$ cat src/serial_port_pkg.sv
// Package with addresses, field positions and reset values of the serial port block
`default_nettype none
package serial_port_pkg;
	localparam logic [15:0] CONTROL_ADDR    = 16'hfff5;
	localparam logic [15:0] STATUS_ADDR     = 16'hfff6;
	localparam logic [15:0] DIVISOR_ADDR    = 16'hfff7;
	localparam logic [15:0] DIVISOR_RESET   = 16'h0001;
	localparam logic [15:0] CONTROL_RESET   = 16'h0000;
	localparam logic [15:0] CONTROL_WMASK   = 16'he3ff;
	localparam int          PORT_RESET_BIT  = 13;
	localparam int          DELTA_MASK_BIT  = 9;
	localparam int          TX_MASK_BIT     = 8;
	localparam int          RX_MASK_BIT     = 7;
	localparam int          AUTOBAUD_EN_BIT = 5;
	localparam int          AB_DONE_BIT     = 14;
	localparam int          OVERRUN_BIT     = 9;
	localparam int          DATA_READY_BIT  = 8;
	localparam int          FLAG_LSB        = 4;
	localparam int          PIN_COUNT       = 4;
	localparam int          OVERSAMPLE      = 16;
	localparam int          BIT_CNT_W       = 4;
	localparam logic [7:0]  CHAR_UPPER_A    = 8'h41;
	localparam logic [7:0]  CHAR_LOWER_A    = 8'h61;
endpackage
`default_nettype wire

$ cat src/baud_tick_gen.sv
// Divisor counter giving one oversample tick per divisor count
`timescale 1ns/1ps
`default_nettype none
module baud_tick_gen
(
	input  wire logic        mclk_i,
	input  wire logic        rst_i,
	input  wire logic        run_i,
	input  wire logic [15:0] divisor_i,
	output logic             tick_o
);
	typedef struct packed
	{
		logic [15:0] cnt;
		logic        tick;
	} state_type;

	state_type s_q;
	state_type s_d;

	always_comb
	begin
		s_d = s_q;
		s_d.tick = 1'b0;
		// Zero divisor stops the tick, so no character moves
		if (!run_i || divisor_i == 16'h0000)
		begin
			s_d.cnt = 16'h0000;
		end
		else if (s_q.cnt >= divisor_i - 16'h0001)
		begin
			s_d.cnt = 16'h0000;
			s_d.tick = 1'b1;
		end
		else
		begin
			s_d.cnt = s_q.cnt + 16'h0001;
		end
	end

	always_ff @(posedge mclk_i)
	begin
		if (rst_i)
		begin
			s_q <= '0;
		end
		else
		begin
			s_q <= s_d;
		end
	end

	assign tick_o = s_q.tick;
endmodule
`default_nettype wire

$ cat src/serial_port_ctrl.sv
// Divisor, auto-baud lock, pin direction and pin status logic of the serial port
`timescale 1ns/1ps
`default_nettype none
// Overview of operation
// - Change flags set only for input pins while the port runs.
// - A seen change sets the pin flag and, with the delta mask bit set, requests the port interrupt.
// - Writing 1 clears a change flag; writing 0 leaves it alone.
// - Status bits 3..0 read the present level of input pins.
// - Divisor zero stops the oversample tick, so the receiver stops.
// - Divisor register resets to 0001h.
// - Bit period is sixteen divisor-length ticks.
// - First 'A' or 'a' while armed locks rate and writes divisor.
// - Auto-baud success raises the interrupt regardless of masks.
// - Unread character followed by another one sets the overrun flag.
// - While done flag and enable are both set, receive interrupt stays on.
// - Each direction bit makes its pin output when 1, input when 0.
// - All direction bits clear on reset, pins start as inputs.
// - Delta mask bit gates pin change interrupts onto the shared line.
// - Port reset bit low holds the port in reset; resets to 0.
// - Writing a status low bit drives that level on an output pin.
module serial_port_ctrl
(
	input  wire logic        mclk_i,
	input  wire logic        rst_i,
	input  wire logic [15:0] io_addr_i,
	input  wire logic        io_wr_i,
	input  wire logic        io_rd_i,
	input  wire logic [15:0] io_wdata_i,
	output logic      [15:0] io_rdata_o,
	input  wire logic [3:0]  port_pin_i,
	output logic      [3:0]  port_pin_o,
	output logic      [3:0]  port_pin_oe_o,
	input  wire logic        rx_pin_i,
	input  wire logic        char_read_i,
	input  wire logic        other_irq_i,
	output logic      [7:0]  char_data_o,
	output logic             port_irq_line_o,
	output logic             oversample_tick_o
);
	typedef enum logic [1:0] {IDLE, START, DATA, STOP} rx_type;

	typedef struct packed
	{
		logic [15:0] ctrl;
		logic [15:0] divisor;
		logic [3:0]  pin_out;
		logic [3:0]  change;
		logic        ab_done;
		logic        overrun;
		logic        ready;
		logic [7:0]  data;
		logic [3:0]  sync1;
		logic [3:0]  sync2;
		logic [3:0]  prev;
		logic        rx1;
		logic        rx2;
		logic        rx3;
		rx_type      rx;
		logic [3:0]  sub;
		logic [2:0]  nbit;
		logic [7:0]  shift;
		logic [15:0] measure;
		logic        measuring;
		logic [15:0] rdata;
	} state_type;

	state_type s_q;
	state_type s_d;
	logic      tick;
	logic      run;
	logic      wr_ctrl;
	logic      wr_stat;
	logic      wr_div;
	logic      delta_irq;
	logic      rx_irq;
	logic      armed;

	assign run = s_q.ctrl[serial_port_pkg::PORT_RESET_BIT];
	assign armed = s_q.ctrl[serial_port_pkg::AUTOBAUD_EN_BIT] && !s_q.ab_done;
	assign wr_ctrl = io_wr_i && io_addr_i == serial_port_pkg::CONTROL_ADDR;
	assign wr_stat = io_wr_i && io_addr_i == serial_port_pkg::STATUS_ADDR;
	assign wr_div = io_wr_i && io_addr_i == serial_port_pkg::DIVISOR_ADDR;

	baud_tick_gen u_tick
	(
		.mclk_i    (mclk_i),
		.rst_i     (rst_i),
		.run_i     (run),
		.divisor_i (s_q.divisor),
		.tick_o    (tick)
	);

	function automatic logic [15:0] status_word(input state_type s);
		logic [3:0] lvl;
		lvl = (s.sync2 & ~s.ctrl[3:0]) | (s.pin_out & s.ctrl[3:0]);
		status_word = {1'b0, s.ab_done, 4'h0, s.overrun, s.ready, s.change, lvl};
	endfunction

	always_comb
	begin
		s_d = s_q;
		s_d.sync1 = port_pin_i;
		s_d.sync2 = s_q.sync1;
		s_d.prev = s_q.sync2;
		s_d.rx1 = rx_pin_i;
		s_d.rx2 = s_q.rx1;
		s_d.rx3 = s_q.rx2;
		if (wr_ctrl)
		begin
			s_d.ctrl = io_wdata_i & serial_port_pkg::CONTROL_WMASK;
		end
		if (wr_div)
		begin
			s_d.divisor = io_wdata_i;
		end
		if (wr_stat)
		begin
			s_d.pin_out = (io_wdata_i[3:0] & s_q.ctrl[3:0]) | (s_q.pin_out & ~s_q.ctrl[3:0]);
			s_d.change = s_q.change & ~io_wdata_i[7:4];
			if (io_wdata_i[serial_port_pkg::AB_DONE_BIT])
			begin
				s_d.ab_done = 1'b0;
			end
			if (io_wdata_i[serial_port_pkg::OVERRUN_BIT])
			begin
				s_d.overrun = 1'b0;
			end
		end
		if (char_read_i)
		begin
			s_d.ready = 1'b0;
		end
		// Set placed after clear so a same-cycle change is kept
		if (run)
		begin
			s_d.change = s_d.change | ((s_q.sync2 ^ s_q.prev) & ~s_q.ctrl[3:0]);
		end
		if (s_q.measuring)
		begin
			s_d.measure = s_q.measure + 16'h0001;
		end
		if (tick)
		begin
			s_d.sub = s_q.sub + 4'h1;
			case (s_q.rx)
				IDLE:
				begin
					s_d.sub = 4'h0;
					if (!s_q.rx2)
					begin
						s_d.rx = START;
						s_d.measuring = armed;
						s_d.measure = 16'h0000;
					end
				end
				START:
				begin
					if (s_q.sub == 4'(serial_port_pkg::OVERSAMPLE / 2 - 1))
					begin
						s_d.sub = 4'h0;
						s_d.rx = s_q.rx2 ? IDLE : DATA;
						s_d.nbit = 3'h0;
					end
				end
				DATA:
				begin
					if (s_q.sub == 4'(serial_port_pkg::OVERSAMPLE - 1))
					begin
						s_d.shift = {s_q.rx2, s_q.shift[7:1]};
						s_d.nbit = s_q.nbit + 3'h1;
						if (s_q.nbit == 3'h7)
						begin
							s_d.rx = STOP;
						end
					end
				end
				STOP:
				begin
					if (s_q.sub == 4'(serial_port_pkg::OVERSAMPLE - 1))
					begin
						s_d.rx = IDLE;
						s_d.data = s_q.shift;
						s_d.ready = 1'b1;
						if (s_q.ready)
						begin
							s_d.overrun = 1'b1;
						end
						if (s_q.ctrl[serial_port_pkg::AUTOBAUD_EN_BIT] && !s_q.ab_done &&
							(s_q.shift == serial_port_pkg::CHAR_UPPER_A ||
							s_q.shift == serial_port_pkg::CHAR_LOWER_A))
						begin
							s_d.ab_done = 1'b1;
						end
					end
				end
				default:
				begin
					s_d.rx = IDLE;
				end
			endcase
		end
		// Old rate cannot sample the host, so start plus bit 0 are timed edge to edge
		if (armed && s_q.measuring && s_q.rx3 && !s_q.rx2)
		begin
			s_d.measuring = 1'b0;
			s_d.divisor = (s_q.measure + 16'h0011) >> 5;
			s_d.rx = DATA;
			s_d.nbit = 3'h1;
			s_d.shift = 8'h80;
			s_d.sub = 4'h8;
		end
		else if (armed && s_q.measuring)
		begin
			s_d.rx = START;
			s_d.sub = 4'h0;
		end
		if (!run)
		begin
			s_d.rx = IDLE;
			s_d.measuring = 1'b0;
		end
		s_d.rdata = 16'h0000;
		if (io_rd_i)
		begin
			if (io_addr_i == serial_port_pkg::CONTROL_ADDR)
			begin
				s_d.rdata = s_q.ctrl;
			end
			else if (io_addr_i == serial_port_pkg::STATUS_ADDR)
			begin
				s_d.rdata = status_word(s_q);
			end
			else if (io_addr_i == serial_port_pkg::DIVISOR_ADDR)
			begin
				s_d.rdata = s_q.divisor;
			end
		end
	end

	always_ff @(posedge mclk_i)
	begin
		if (rst_i)
		begin
			s_q <= '0;
			s_q.ctrl <= serial_port_pkg::CONTROL_RESET;
			s_q.divisor <= serial_port_pkg::DIVISOR_RESET;
		end
		else
		begin
			s_q <= s_d;
		end
	end

	assign delta_irq = s_q.ctrl[serial_port_pkg::DELTA_MASK_BIT] && |s_q.change;
	assign rx_irq = (s_q.ctrl[serial_port_pkg::RX_MASK_BIT] && (s_q.ready || s_q.overrun)) ||
		(s_q.ab_done && s_q.ctrl[serial_port_pkg::AUTOBAUD_EN_BIT]);
	assign port_irq_line_o = delta_irq || rx_irq || other_irq_i;
	assign port_pin_oe_o = s_q.ctrl[3:0];
	assign port_pin_o = s_q.pin_out;
	assign io_rdata_o = s_q.rdata;
	assign char_data_o = s_q.data;
	assign oversample_tick_o = tick;
endmodule
`default_nettype wire

$ cat config.mk
export PLATFORM = sky130hd
export DESIGN_NAME = serial_port_ctrl
export DESIGN_NICKNAME = d
export VERILOG_FILES = /design/src/serial_port_pkg.sv /design/src/baud_tick_gen.sv /design/src/serial_port_ctrl.sv
export SDC_FILE = /design/constraint.sdc
export NUM_CORES = 1
export LEC_CHECK = 0
export BUFFER_PORTS_ARGS = -buffer_cell sky130_fd_sc_hd__buf_2
export CAP_MARGIN = 15
export CORE_ASPECT_RATIO = 1.2
export CORE_MARGIN = 2
export CORE_UTILIZATION = 40
export CTS_BUF_LIST = sky130_fd_sc_hd__clkbuf_8
export DETAILED_ROUTE_END_ITERATION = 10
export GPL_TIMING_DRIVEN = 0
export PLACE_DENSITY_LB_ADDON = 0.15
export RECOVER_POWER = 50
export SLEW_MARGIN = 20
export SYNTH_ARGS = -nofsm -noshare
export SYNTH_HDL_FRONTEND = slang
export SYNTH_SLANG_ARGS = --single-unit
$ cat constraint.sdc
create_clock -name mclk_i -period 3.45 [get_ports mclk_i]
set_clock_uncertainty 0.15 [all_clocks]
set_input_delay 0.69 -clock mclk_i [delete_from_list [all_inputs] [get_ports mclk_i]]
set_output_delay 0.69 -clock mclk_i [all_outputs]
set_load 0.02 [all_outputs]
==> impl_metrics.env <==
export IMPL_start_util_pct=41.1
export IMPL_ys_seq_area_share_pct=41.9
export IMPL_reg2reg_depth=14
export IMPL_rr_startpoint="s_q[88]"
export IMPL_setup_viol=0
export IMPL_route_detailed_drc=0
export IMPL_syn_inst=720
export IMPL_hold_depth=1
export IMPL_die_height_um=140
export IMPL_required_ps=3690
export IMPL_clk_pin_slew_worst_paths_ps=80
export IMPL_crit_buf_inv=1
export IMPL_grt_pass1_wl_um=25400
export IMPL_ys_warn_count=0
export IMPL_final_common_cell="dfxtp_1"
export IMPL_drive_gt1_share_pct=15.9
export IMPL_reg2reg_slack_ps=190
export IMPL_power_density_mw_per_mm2=408
export IMPL_io_pins=77
export IMPL_synth_fp_nets=785
export IMPL_multi_input_area_sq_mm=0.00321
export IMPL_fin_nets=881
export IMPL_hold_end="s_d[53]"
export IMPL_cts_tree="yes"
export IMPL_grt_usage_pct=19.1
export IMPL_first_global_vias=5101
export IMPL_place_congestion=0.893
export IMPL_gr_total_overflow=0
export IMPL_worstPathArrival_ps=3500
export IMPL_die_area_sq_mm=0.0165
export IMPL_core_sq_mm=0.0151
export IMPL_start_kind="register"
export IMPL_total_power_uw=2960
export IMPL_status="completed"
export IMPL_first_iter_violations=362
export IMPL_hp_start="s_d[57]"
export IMPL_cp_max_fo=10
export IMPL_layout_area_seq_sq_mm=0.00260
export IMPL_root_buffer="clkbuf_8"
export IMPL_max_cap_violations=0
export IMPL_slew_violations=0
export IMPL_portBuffers=75
export IMPL_grt_antenna_before_repair=0
export IMPL_fmax_mhz=307
export IMPL_ant_nets=0
export IMPL_path_cells="nor3_2 > and3_4 > nand2b_1 > nor4_4 > nand2_1 > xor2_1 > ha_1 > a211oi_1 > o21ai_0 > a221oi_2 > nor2b_4 > o21ai_2 > buf_2 > nor2_1"
export IMPL_wl_per_cell_um=15.1
export IMPL_synthArstFlopShare_pct=0
export IMPL_holdWs_ps=286
export IMPL_ys_flop_type="dfxtp_1"
export IMPL_die_w_um=118
export IMPL_area_growth_pct=16.8
export IMPL_slowest_stage="dfxtp_1"
export IMPL_vias=5289
export IMPL_cts_sinks=130
export IMPL_hold_path_class="register to register"
export IMPL_fillCellCount=1523
export IMPL_cp_end_kind="register"
export IMPL_drtPass1Iterations=5
export IMPL_rsz0062_at_grt="no"
export IMPL_r2r_end="u_tick.s_q[14]"
export IMPL_grt_max_degree=17
export IMPL_p_leak_uw=0.00275
export IMPL_cp_slowest_stage_delay_ps=380
export IMPL_pre_cts_slack_ps=-274
export IMPL_core_rowCount=49
export IMPL_synth_edf_count=0
export IMPL_place_hpwl_um=11700
export IMPL_cts_hold_buffers=0
export IMPL_final_period_utilization_pct=94.5
export IMPL_critPathKind="register to register"
export IMPL_syn_area_sq_mm=0.00621
export IMPL_layout_common_cells="dfxtp_1 (130), nand2_1 (95), nor2_1 (83)"
export IMPL_clock_latency_ps=450
export IMPL_tightest_slew_ps=1440
export IMPL_via_per_inst=5.12
export IMPL_synth_seq_cells=130
export IMPL_vdd_drop_max_uv=232
export IMPL_h_tree_depth=4
export IMPL_critPathTopFamily="simple AND/OR/NAND/NOR gates"
export IMPL_final_area_sq_mm=0.00725
export IMPL_finalWorstSetupSlack_ps=189
export IMPL_maxSlewHeadroom_pct=3.33
export IMPL_syn_avg_cell_area_sq_um=8.62
export IMPL_fin_crit_ps=3260
export IMPL_cts_buffers=17
export IMPL_tns_ps=0
export IMPL_yosysUniqueCellTypes=54
export IMPL_hold_violations=0
export IMPL_clk_path_buf_depth=2
export IMPL_routed_wl_um=15600
export IMPL_place_area_sq_mm=0.00684
==> sequential cells by signal, indices dropped and copies added (netlist names), named ones only <==
name / cells
u_tick.s_q: 16
s_d: 10
port_pin_oe_o: 4
char_data_o: 8
run: 1
io_rdata_o: 16
s_q: 70
u_tick.tick_o: 1
==> cell usage after synthesis (all sizes together) (18+ instances only) <==
| master | n | area [sq um] |
|---|---|---|
| xnor2 | 25 | 219 |
| nand2 | 95 | 357 |
| nor2 | 84 | 318 |
| a21oi | 49 | 245 |
| nor2b | 21 | 131 |
| clkbuf | 21 | 78.8 |
| xor2 | 30 | 263 |
| ha | 22 | 275 |
| buf | 40 | 287 |
| o21ai | 18 | 93.8 |
| mux2i | 28 | 280 |
| dfxtp | 130 | 2600 |
| nor3 | 21 | 121 |
==> report_power, final <==
part	total, uW	switching [uW]	leakage, uW	internal [uW]
Clock	1370	652	0.000209	721
Combinational	75.4	45.6	0.00149	29.8
Sequential	1510	3.85	0.00105	1510
Total	2960	701	0.00275	2260
==> kinds of logic (layout without fill, tap and decap cells) <==
logic type / Yosys count / in the layout / synth area share [%]
flops: 130 / 130 / 41.9
other cells: 0 / 1 / 0
mux: 34 / 34 / 5.67
compound gates: 103 / 103 / 10.2
fa+ha+maj: 22 / 22 / 4.44
xor+xnor: 55 / 55 / 7.76
simple gates: 300 / 300 / 23.2
buf+inv: 76 / 185 / 6.79
==> timing repair <==
item / CTS / global route
gates cloned: 0 / 0
resized for setup: 4 / 4
endpoints found under the setup margin: 15 / 11
buffers inserted: 0 / 2
hold endpoints to repair: 0 / 0
pin swaps: 0 / 2
==> area by class of cell <==
| cell class | count | share of cell area (%) |
|---|---|---|
| multi-input cells | 514 | 44.2 |
| flip-flops and latches | 130 | 35.9 |
| plain buffers | 61 | 5.02 |
| repair buffers | 77 | 4.81 |
| well taps | 204 | 3.52 |
| clock buffers | 17 | 3.23 |
| clock inverters | 15 | 2.48 |
| inverters | 15 | 0.777 |
| diodes | 1 | 0.0345 |
==> through the flow <==
stage | util [%] | instances
finish | 48.1 | 1034
floorplan | - | 720
global placement | 45.3 | 999
global route | 48.1 | 1033
detailed placement | 45.3 | 999
CTS | 48.2 | 1031
==> worst max path at each step <==
stage                endpoint  cells past startpoint  slack [ps]  startpoint
2_1_floorplan   u_tick.s_q[8]                     14         340     s_q[86]
3_3_place_gp   u_tick.s_q[13]                     14        -120     s_q[86]
3_5_place_dp   u_tick.s_q[14]                     14        -270     s_q[86]
4_1_cts        u_tick.s_q[14]                     14          10     s_q[86]
5_1_grt        u_tick.s_q[14]                     14           7     s_q[88]
6_report       u_tick.s_q[14]                     14         190     s_q[88]
==> routing by layer <==
layer | vias to the layer above | global-route usage (%) | wire (um)
met4 | 0 | 6.40 | 234
li1 | 2643 | - | -
met5 | - | 0 | 0
met2 | 132 | 32.6 | 7670
met1 | 2494 | 23.6 | 6950
met3 | 20 | 4.68 | 789
Power figures use the tool's default switching activity.
